### config.mk
export PLATFORM = sky130hd
export DESIGN_NAME = bbc_ctrl
export DESIGN_NICKNAME = d
export VERILOG_FILES = /design/src/bbc_pkg.sv /design/src/bbc_ctrl.sv
export SDC_FILE = /design/constraint.sdc
export NUM_CORES = 1
export LEC_CHECK = 0
export BUFFER_PORTS_ARGS = -buffer_cell sky130_fd_sc_hd__buf_2
export CAP_MARGIN = 20
export CORE_MARGIN = 2
export CORE_UTILIZATION = 48
export CTS_BUF_LIST = sky130_fd_sc_hd__clkbuf_8
export DETAILED_ROUTE_END_ITERATION = 10
export GPL_TIMING_DRIVEN = 1
export HOLD_SLACK_MARGIN = 0.02
export PLACE_DENSITY = 0.8
export SYNTH_ARGS = -nofsm -noshare
export SYNTH_HDL_FRONTEND = slang
export SYNTH_SLANG_ARGS = --single-unit
### constraint.sdc
create_clock -name pclk -period 1.6 [get_ports pclk]
set_input_delay 0.4 -clock pclk [delete_from_list [all_inputs] [get_ports pclk]]
set_output_delay 0.4 -clock pclk [all_outputs]
set_load 0.02 [all_outputs]
### src/bbc_pkg.sv
// package: register map, field positions and reset values for the bus cycle condition block
package bbc_pkg;
   localparam logic [11:0] QUAL_OFFSET = 12'h000;
   localparam logic [11:0] CTRL_OFFSET = 12'h004;
   localparam logic [15:0] QUAL_RESET = 16'h0000;
   localparam logic [31:0] CTRL_RESET = 32'h0000_0000;
   localparam logic [15:0] QUAL_WMASK = 16'h00ff;
   localparam logic [31:0] CTRL_WMASK = 32'h0030_fcc9;
   localparam int SRC_LSB = 6;
   localparam int ACC_LSB = 4;
   localparam int DIR_LSB = 2;
   localparam int SIZE_LSB = 0;
   localparam int ASID_IGN_A_BIT = 21;
   localparam int ASID_IGN_B_BIT = 20;
   localparam int FLAG_CPU_A_BIT = 15;
   localparam int FLAG_CPU_B_BIT = 14;
   localparam int FLAG_DMA_A_BIT = 13;
   localparam int FLAG_DMA_B_BIT = 12;
   localparam int TRACE_EN_BIT = 11;
   localparam int FETCH_AFTER_A_BIT = 10;
   localparam int DATA_CMP_B_BIT = 7;
   localparam int FETCH_AFTER_B_BIT = 6;
   localparam int CHAINED_BIT = 3;
   localparam int EXEC_CNT_EN_BIT = 0;
   localparam logic [1:0] SIZE_BYTE = 2'b01;
   localparam logic [1:0] SIZE_WORD = 2'b10;
   localparam logic [1:0] SIZE_LONG = 2'b11;
endpackage

### src/bbc_ctrl.sv
// bus cycle condition qualifier and break control registers with apb access
//
// Chosen here: the APB interface to the registers and the placing of the registers.
`timescale 1ns/10ps
`default_nettype none

// Functional notes
// - channel B cycle qualifier is 16 bits, read/write, reset to zero
// - qualifier bits 15:8 read as zero and ignore writes
// - source field 7:6: 00 off, x1 cpu cycles, 10 dma cycles
// - access field 5:4: 00 off, 01 fetch, 10 data, 11 either
// - direction field 3:2: 00 off, 01 read, 10 write, 11 either
// - size field 1:0: 00 any size, 01 byte, 10 word, 11 longword
// - break control is 32 bits, read/write, reset to zero
// - reserved control bits 31:22 and 19:16 read zero; software writes zero
// - bit 21 set drops asid compare from channel A condition
// - bit 20 set drops asid compare from channel B condition
// - bit 15 set on channel A cpu match; only software clears by 0
// - bit 14 set on channel B cpu match; only software clears by 0
// - bit 13 set on channel A dma match; only software clears by 0
// - bit 12 set on channel B dma match; only software clears by 0
// - bit 10 picks channel A fetch break before or after execution
// - bit 7 adds data compare to channel B condition
// - bit 3 chains channels: A must match before B
// - bit 0 enables channel B execution count break
module bbc_ctrl (
   input wire logic pclk,
   input wire logic presetn,
   input wire logic psel,
   input wire logic penable,
   input wire logic pwrite,
   input wire logic [11:0] paddr,
   input wire logic [31:0] pwdata,
   output logic [31:0] prdata,
   output logic pready,
   output logic pslverr,
   input wire logic cyc_valid,
   input wire logic cyc_is_dma,
   input wire logic cyc_is_fetch,
   input wire logic cyc_is_write,
   input wire logic [1:0] cyc_size,
   input wire logic chan_a_cond_match,
   input wire logic chan_b_addr_match,
   input wire logic chan_b_asid_match,
   input wire logic chan_b_data_match,
   output logic chan_b_qualified,
   output logic chan_a_asid_ignore,
   output logic chan_b_asid_ignore,
   output logic trace_enable,
   output logic chan_a_fetch_break_after,
   output logic chan_b_fetch_break_after,
   output logic chan_b_data_compare_enable,
   output logic chained_channel_mode,
   output logic exec_count_break_enable,
   output logic chan_b_break_hit
);
   logic [15:0] qual_reg;
   logic [31:0] ctrl_reg;
   logic acc_phase;
   logic setup_rd;
   logic sel_qual;
   logic sel_ctrl;
   logic wr_qual;
   logic wr_ctrl;
   logic src_ok;
   logic acc_ok;
   logic dir_ok;
   logic size_ok;
   logic b_cycle_ok;
   logic b_asid_ok;
   logic b_data_ok;
   logic b_full;
   logic a_seen_reg;
   logic b_count_ok;
   logic b_hit;
   logic set_cpu_a;
   logic set_cpu_b;
   logic set_dma_a;
   logic set_dma_b;
   logic [3:0] flag_set;
   logic [3:0] flag_clr;
   logic [3:0] flag_reg;
   logic [31:0] rd_word;

   // zero wait states: every access phase is the last cycle of its transfer
   assign acc_phase = psel && penable;
   assign setup_rd = psel && !penable && !pwrite;
   // full 12-bit compare, so aliases of the two words answer as unmapped
   assign sel_qual = (paddr == bbc_pkg::QUAL_OFFSET);
   assign sel_ctrl = (paddr == bbc_pkg::CTRL_OFFSET);
   assign wr_qual = acc_phase && pwrite && sel_qual;
   assign wr_ctrl = acc_phase && pwrite && sel_ctrl;

   // each field at 00 means its compare is not performed, so it passes
   always_comb begin
      case (qual_reg[bbc_pkg::SRC_LSB +: 2])
         2'b00: begin
            src_ok = 1'b1;
         end
         2'b10: begin
            src_ok = cyc_is_dma;
         end
         default: begin
            src_ok = !cyc_is_dma;
         end
      endcase
   end

   always_comb begin
      case (qual_reg[bbc_pkg::ACC_LSB +: 2])
         2'b00: begin
            acc_ok = 1'b1;
         end
         2'b01: begin
            acc_ok = cyc_is_fetch;
         end
         2'b10: begin
            acc_ok = !cyc_is_fetch;
         end
         default: begin
            acc_ok = 1'b1;
         end
      endcase
   end

   always_comb begin
      case (qual_reg[bbc_pkg::DIR_LSB +: 2])
         2'b00: begin
            dir_ok = 1'b1;
         end
         2'b01: begin
            dir_ok = !cyc_is_write;
         end
         2'b10: begin
            dir_ok = cyc_is_write;
         end
         default: begin
            dir_ok = 1'b1;
         end
      endcase
   end

   // size code 00 is not a real access size, so it can only mean any size
   always_comb begin
      case (qual_reg[bbc_pkg::SIZE_LSB +: 2])
         2'b00: begin
            size_ok = 1'b1;
         end
         default: begin
            size_ok = (qual_reg[bbc_pkg::SIZE_LSB +: 2] == cyc_size);
         end
      endcase
   end

   assign b_cycle_ok = cyc_valid && src_ok && acc_ok && dir_ok && size_ok;
   // asid compare can be dropped; the data compare has to be asked for
   assign b_asid_ok = ctrl_reg[bbc_pkg::ASID_IGN_B_BIT] || chan_b_asid_match;
   assign b_data_ok = !ctrl_reg[bbc_pkg::DATA_CMP_B_BIT] || chan_b_data_match;
   assign b_full = b_cycle_ok && chan_b_addr_match && b_asid_ok && b_data_ok;
   // in chained mode channel B only counts once A has been seen
   assign b_count_ok = !ctrl_reg[bbc_pkg::CHAINED_BIT] || a_seen_reg;
   assign b_hit = b_full && b_count_ok;

   // channel A condition arrives already asid-qualified outside; ignore bit exported
   assign set_cpu_a = cyc_valid && !cyc_is_dma && chan_a_cond_match;
   assign set_dma_a = cyc_valid && cyc_is_dma && chan_a_cond_match;
   assign set_cpu_b = b_hit && !cyc_is_dma;
   assign set_dma_b = b_hit && cyc_is_dma;
   assign flag_set = {set_cpu_a, set_cpu_b, set_dma_a, set_dma_b};

   // an A hit in the same cycle as a B hit leaves the chain armed
   always_ff @(posedge pclk or negedge presetn) begin
      if (!presetn) begin
         a_seen_reg <= 1'b0;
      end else if (!ctrl_reg[bbc_pkg::CHAINED_BIT]) begin
         a_seen_reg <= 1'b0;
      end else if (set_cpu_a || set_dma_a) begin
         a_seen_reg <= 1'b1;
      end else if (b_hit) begin
         a_seen_reg <= 1'b0;
      end
   end

   always_ff @(posedge pclk or negedge presetn) begin
      if (!presetn) begin
         qual_reg <= bbc_pkg::QUAL_RESET;
      end else if (wr_qual) begin
         qual_reg <= pwdata[15:0] & bbc_pkg::QUAL_WMASK;
      end
   end

   // match flags: one generate lane per flag bit 15..12
   genvar gi;
   generate
      for (gi = 0; gi < 4; gi++) begin : g_flag
         assign flag_clr[gi] = wr_ctrl && !pwdata[bbc_pkg::FLAG_DMA_B_BIT + gi];
         always_ff @(posedge pclk or negedge presetn) begin
            if (!presetn) begin
               flag_reg[gi] <= 1'b0;
            end else if (flag_set[gi]) begin
               flag_reg[gi] <= 1'b1;
            end else if (flag_clr[gi]) begin
               flag_reg[gi] <= 1'b0;
            end
         end
      end
   endgenerate

   // flag bits of this word are shadowed by the flag lanes on read
   always_ff @(posedge pclk or negedge presetn) begin
      if (!presetn) begin
         ctrl_reg <= bbc_pkg::CTRL_RESET;
      end else if (wr_ctrl) begin
         ctrl_reg <= pwdata & bbc_pkg::CTRL_WMASK;
      end
   end

   // reserved and unmapped bits come back as zero
   always_comb begin
      if (sel_qual) begin
         rd_word = {16'h0000, qual_reg};
      end else if (sel_ctrl) begin
         rd_word = {ctrl_reg[31:16], flag_reg, ctrl_reg[11:0]};
      end else begin
         rd_word = 32'h0000_0000;
      end
   end

   // captured at the setup edge and held until the next read setup
   always_ff @(posedge pclk or negedge presetn) begin
      if (!presetn) begin
         prdata <= 32'h0000_0000;
      end else if (setup_rd) begin
         prdata <= rd_word;
      end
   end

   // one-cycle ready pulse in the access phase
   always_ff @(posedge pclk or negedge presetn) begin
      if (!presetn) begin
         pready <= 1'b0;
      end else begin
         pready <= psel && !penable;
      end
   end

   // unmapped offsets answer with an error and never change state
   always_ff @(posedge pclk or negedge presetn) begin
      if (!presetn) begin
         pslverr <= 1'b0;
      end else begin
         pslverr <= psel && !penable && !sel_qual && !sel_ctrl;
      end
   end

   always_ff @(posedge pclk or negedge presetn) begin
      if (!presetn) begin
         chan_b_qualified <= 1'b0;
      end else begin
         chan_b_qualified <= b_cycle_ok;
      end
   end

   // registered so the break logic sees a glitch-free one-cycle hit
   always_ff @(posedge pclk or negedge presetn) begin
      if (!presetn) begin
         chan_b_break_hit <= 1'b0;
      end else begin
         chan_b_break_hit <= b_hit;
      end
   end

   // config bits to the asid and data comparators
   always_ff @(posedge pclk or negedge presetn) begin
      if (!presetn) begin
         chan_a_asid_ignore <= 1'b0;
         chan_b_asid_ignore <= 1'b0;
         chan_b_data_compare_enable <= 1'b0;
      end else begin
         chan_a_asid_ignore <= ctrl_reg[bbc_pkg::ASID_IGN_A_BIT];
         chan_b_asid_ignore <= ctrl_reg[bbc_pkg::ASID_IGN_B_BIT];
         chan_b_data_compare_enable <= ctrl_reg[bbc_pkg::DATA_CMP_B_BIT];
      end
   end

   // config bits to break timing, counter and trace logic; one clock late
   always_ff @(posedge pclk or negedge presetn) begin
      if (!presetn) begin
         trace_enable <= 1'b0;
         chan_a_fetch_break_after <= 1'b0;
         chan_b_fetch_break_after <= 1'b0;
         chained_channel_mode <= 1'b0;
         exec_count_break_enable <= 1'b0;
      end else begin
         trace_enable <= ctrl_reg[bbc_pkg::TRACE_EN_BIT];
         chan_a_fetch_break_after <= ctrl_reg[bbc_pkg::FETCH_AFTER_A_BIT];
         chan_b_fetch_break_after <= ctrl_reg[bbc_pkg::FETCH_AFTER_B_BIT];
         chained_channel_mode <= ctrl_reg[bbc_pkg::CHAINED_BIT];
         exec_count_break_enable <= ctrl_reg[bbc_pkg::EXEC_CNT_EN_BIT];
      end
   end
endmodule

`default_nettype wire

Yosys cells after proc, flatten, opt, wreduce, memory -nomap -nowiden
Index checks and enable logic that the tools add are counted.
{"block": "op_classes", "addsub": 0, "mul": 0, "n_div": 0, "magnitude_cmp": 0, "n_eq_ne": 8, "shifts": 0, "n_mux": 17, "bitwise": 0, "n_reduce_logical": 50}
{"cell": "$mux W22", "count": 2}
{"cell": "$logic_and A1 B1 Y1", "count": 26}
{"cell": "$logic_not A1 Y1", "count": 13}
{"cell": "$eq A12 B3 Y1 const B", "count": 1}
{"cell": "$logic_not A12 Y1", "count": 1}
{"cell": "$mux W1", "count": 12}
{"cell": "$reduce_bool A2 Y1", "count": 4}
{"cell": "$eq A2 B2 Y1 const B", "count": 3}
{"cell": "$pmux W1 S2", "count": 3}
{"cell": "$eq A2 B1 Y1 const B", "count": 2}
{"cell": "$logic_not A2 Y1", "count": 2}
{"cell": "$logic_or A1 B1 Y1", "count": 4}
{"cell": "$ne A3 B1 Y1 const B", "count": 1}
{"cell": "$eq A2 B2 Y1", "count": 1}
{"block": "totals", "ff_bits": 69, "latchBits": 0, "ramBits": 0, "mem_bits_ro": 0, "inputBits": 59, "out_inout_bits": 44, "wordCells": 95, "memories": 0}

Longest topological paths before layout
{"block": "logic_depth", "depth_word": 13, "depth_mapped": 6, "mapped_depth_nobuf": 6}

Least setup slack after synthesis
OpenSTA, ideal clock, no wires.
{"block": "synth_timing", "kind": "input to register", "start": "input port paddr[2]", "end": "register qual_reg[6]", "setup_time_ns": 0.127, "t_arrival_ns": 1.436, "required_ns": 1.473, "setup_slack_ns": 0.037, "path_stages": 5, "n_path_buf": 2, "cell_sequence": "buf_4 -> and4b_1 -> and4_4 -> buf_6 -> mux2_1"}
{"block": "synth_via", "elab_chain_cells": 2}
{"element": "start, declared", "line_no": "bbc_ctrl.sv:32", "text": "input wire logic [11:0] paddr,"}
{"element": "$logic_not A12 Y1", "line_no": "bbc_ctrl.sv:89", "text": "assign sel_qual = (paddr == bbc_pkg::QUAL_OFFSET);"}
{"element": "$logic_and A1 B1 Y1", "line_no": "bbc_ctrl.sv:91", "text": "assign wr_qual = acc_phase && pwrite && sel_qual;"}
{"element": "end signal, assigned", "line_no": "bbc_ctrl.sv:186", "text": "qual_reg <= bbc_pkg::QUAL_RESET;"}
{"element": "end signal, assigned", "line_no": "bbc_ctrl.sv:188", "text": "qual_reg <= pwdata[15:0] & bbc_pkg::QUAL_WMASK;"}
{"element": "end, declared", "line_no": "bbc_ctrl.sv:57", "text": "logic [15:0] qual_reg;"}
No other way between the ends.
A chain may end at the register's enable or synchronous reset.

Final worst setup path
{"block": "layout_timing", "start": "register qual_reg[3]", "end": "register a_seen_reg"}
{"block": "layout_via", "elab_chain_cells": 9, "elab_cells_between_ends": 10, "cone_classes": "eq/ne: 3; mux: 1; reduce/logical: 6"}
{"element": "$eq A2 B2 Y1 or $eq A2 B1 Y1 (tied branches)", "line_no": "bbc_ctrl.sv:127", "text": "case (qual_reg[bbc_pkg::DIR_LSB +: 2])"}
{"element": "$pmux W1 S2 *", "line_no": "bbc_ctrl.sv:127"}
{"element": "$logic_and A1 B1 Y1 * (2 in a row)", "line_no": "bbc_ctrl.sv:155", "text": "assign b_cycle_ok = cyc_valid && src_ok && acc_ok && dir_ok && size_ok;"}
{"element": "$logic_and A1 B1 Y1 * (3 in a row)", "line_no": "bbc_ctrl.sv:159", "text": "assign b_full = b_cycle_ok && chan_b_addr_match && b_asid_ok && b_data_ok;"}
{"element": "$logic_and A1 B1 Y1 *", "line_no": "bbc_ctrl.sv:162", "text": "assign b_hit = b_full && b_count_ok;"}
{"element": "$ne A3 B1 Y1 (no source line) *"}
{"element": "end signal, assigned", "line_no": "bbc_ctrl.sv:174", "text": "a_seen_reg <= 1'b0;"}
{"element": "end signal, assigned", "line_no": "bbc_ctrl.sv:176", "text": "a_seen_reg <= 1'b0;"}
{"element": "end signal, assigned", "line_no": "bbc_ctrl.sv:178", "text": "a_seen_reg <= 1'b1;"}
{"element": "end, declared", "line_no": "bbc_ctrl.sv:73", "text": "logic a_seen_reg;"}
Every way passes the cells marked *; elsewhere a longest branch is shown, timed or not.

==> flow_metrics.env <==
export IMPL_syn_avg_cell_area_um2=12.5
export IMPL_crit_required_ns=1.80
export IMPL_die_h_um=71.6
export IMPL_critPathCaptureType="flip-flop"
export IMPL_grt_start_max_net_pins=50
export IMPL_vias_per_cell=5.18
export IMPL_port_buffers=70
export IMPL_synth_top_area_share_pct=56.0
export IMPL_clk_pin_slew_ns=0.09
export IMPL_finalCritPeriodShare_pct=97.3
export IMPL_yosysUniqueCellTypes=36
export IMPL_maxCapViolations=0
export IMPL_cpPeakStageDelay_ns=0.39
export IMPL_power_density_nw_per_um2=850
export IMPL_syn_cell_area_um2=2190
export IMPL_timing_final_ws_setup_ns=0.0426
export IMPL_clk_path_buf_depth=2
export IMPL_hp_class="in -> async"
export IMPL_drv_slew=0
export IMPL_die_area_um2=5120
export IMPL_pin_count=103
export IMPL_yosys_warnings=0
export IMPL_grt_pass1_wl_um=7020
export IMPL_synthCells=175
export IMPL_fmax_mhz=642
export IMPL_clkSinkCount=49
export IMPL_globalplace_congestion=0.782
export IMPL_outcome="completed"
export IMPL_numCtsBuffers=5
export IMPL_antennaDiodeCount=0
export IMPL_finalSetupViolCount=0
export IMPL_total_power_uw=2320
export IMPL_drcViolationCount=0
export IMPL_largest_reg_flops=16
export IMPL_clk_latency_ns=0.31
export IMPL_grt_pass1_vias=1505
export IMPL_ir_drop_mv=0.433
export IMPL_wl_per_cell_um=14.7
export IMPL_cp_max_fo=4
export IMPL_synth_edf_count=0
export IMPL_async_flop_share_pct=100
export IMPL_die_w_um=71.6
export IMPL_yosysSeqAreaShare_pct=56.0
export IMPL_cp_slowest_cell="dfrtp_1"
export IMPL_crit_type="reg -> reg"
export IMPL_dp_hpwl_um=3400
export IMPL_firstDrtPassIters=4
export IMPL_cts_root_buf="clkbuf_8"
export IMPL_layout_drive_gt1_share_pct=42.2
export IMPL_synth_area_leaders="dfrtp_1, buf_4, a22o_1"
export IMPL_num_vias=1606
export IMPL_area_growth_pct=24.8
export IMPL_drt_initial_drc_count=99
export IMPL_hold_violations=0
export IMPL_crit_arrival_ns=1.75
export IMPL_crit_chain="buf_4, ha_1, a211oi_2, a211o_1, o311a_1"
export IMPL_rsz0062_at_grt="false"
export IMPL_nNetsFinal=320
export IMPL_core_area_um2=4380
export IMPL_clock_skew_ns=0.0110
export IMPL_ant_nets=0
export IMPL_start_util_pct=50.0
export IMPL_hold_buffers=0
export IMPL_period_minus_slack_ns=1.56
export IMPL_cp_start_kind="flip-flop"
export IMPL_yosysTopAreaCell="dfrtp_1"
export IMPL_rows=24
export IMPL_track_usage_pct=18.1
export IMPL_synth_top_flop_cell="dfrtp_1"
export IMPL_place_ws_ns=-0.101
export IMPL_htreeDepth=2
export IMPL_r2r_setup_slack_ns=0.04
export IMPL_overflow=0
export IMPL_cts_tree="yes"
export IMPL_antenna_found_initial=0
export IMPL_drt_total_wl_um=4560
export IMPL_leakage_uw=0.00150
export IMPL_ys_ff_latch=49
timing repair:
item	CTS	global route
resized for setup	0	3
endpoints found under the setup margin	0	1
setup buffers	0	3
per-stage QoR:
stage / util [%] / area, um2 / setup TNS [ns] / hold WS, ns / std cells
finish: 62.4 / 2730 / 0 / 0.0618 / 310
CTS: 61.7 / 2700 / 0 / 0.0702 / 307
floorplan: - / 2250 / 0 / 0.104 / 190
global placement: 59.0 / 2590 / -0.733 / 0.381 / 299
global route: 62.4 / 2730 / 0 / 0.0791 / 310
detailed placement: 59.0 / 2590 / -1.48 / 0.387 / 299
worst max-delay path: cells and delay by family, from the launching register on:
kind | cells | cell delay (ns)
AO/OA/AOI/OAI | 3 | 0.66
flip-flops | 1 | 0.39
adder cells (fa/ha/maj) | 1 | 0.27
buffers and inverters | 1 | 0.13
power by group:
group	switching (uW)	total (uW)	internal, uW
Sequential	3.19	1250	1250
Combinational	124	196	71.9
Clock	413	880	468
layout by cell type (no fill, tap or decap), types with 2 or more instances in the layout:
master / instances
nor2_1: 2
buf_12: 2
buf_2: 70
nand2b_1: 3
mux2i_1: 4
ha_1: 4
nand2_1: 15
nand3_1: 2
a211o_1: 2
mux2_4: 6
a22o_1: 12
mux2_2: 4
mux2_1: 2
conb_1: 16
dfrtp_1: 49
nand4_1: 2
o21ai_0: 16
buf_4: 10
inv_1: 6
nor2b_1: 5
clkbuf_8: 5
nor4_4: 2
cells in the mapped netlist, types with 2 or more instances:
master and number:
nor2_1 2, mux2_4 6, nor4_4 2, a211o_1 2, mux2_2 4, o21ai_0 17
buf_6 2, nand2b_1 3, mux2i_1 4, nand3_1 2, nand4_1 2, buf_4 18
inv_1 6, mux2_1 2, nand2_1 15, ha_1 4, nor2b_1 6, dfrtp_1 49
a22o_1 12
area by class of cell:
cell class / instances / area, um2
inverter: 6 / 22.5
clock buffer: 5 / 68.8
fill: 361 / 1650
clock inverter: 3 / 46.3
timing repair buffer: 82 / 465
sequential: 49 / 1230
tap: 52 / 65.1
multi-input combinational: 113 / 840
logic make-up after synthesis:
family / share of synthesized area, %
AO/OA/AOI/OAI: 10.8
adder cells (fa/ha/maj): 2.28
other: 0.171
buffers and inverters: 8.62
flip-flops: 56.0
AND/OR/NAND/NOR: 13.1
multiplexers: 9.02
worst paths after layout:
check / startpoint / to / cells after the start
worst max-delay path: qual_reg[3] / a_seen_reg / 5
worst min-delay path: presetn / prdata[20] / 2
worst max register to register: qual_reg[3] / a_seen_reg / 5
worst min register to register: ctrl_reg[11] / trace_enable / 0
max in group asynchronous: presetn / prdata[6] / 2
min in group pclk: pwdata[5] / qual_reg[5] / 3
per-layer routing:
layer / GRT usage, % / routed length [um] / vias up
li1: - / - / 747
met1: 21.8 / 1800 / 790
met2: 31.2 / 2330 / 61
met3: 4.78 / 341 / 8
met4: 6.71 / 82 / 0
met5: 0 / 0 / -
Power figures use the tool's default switching activity.
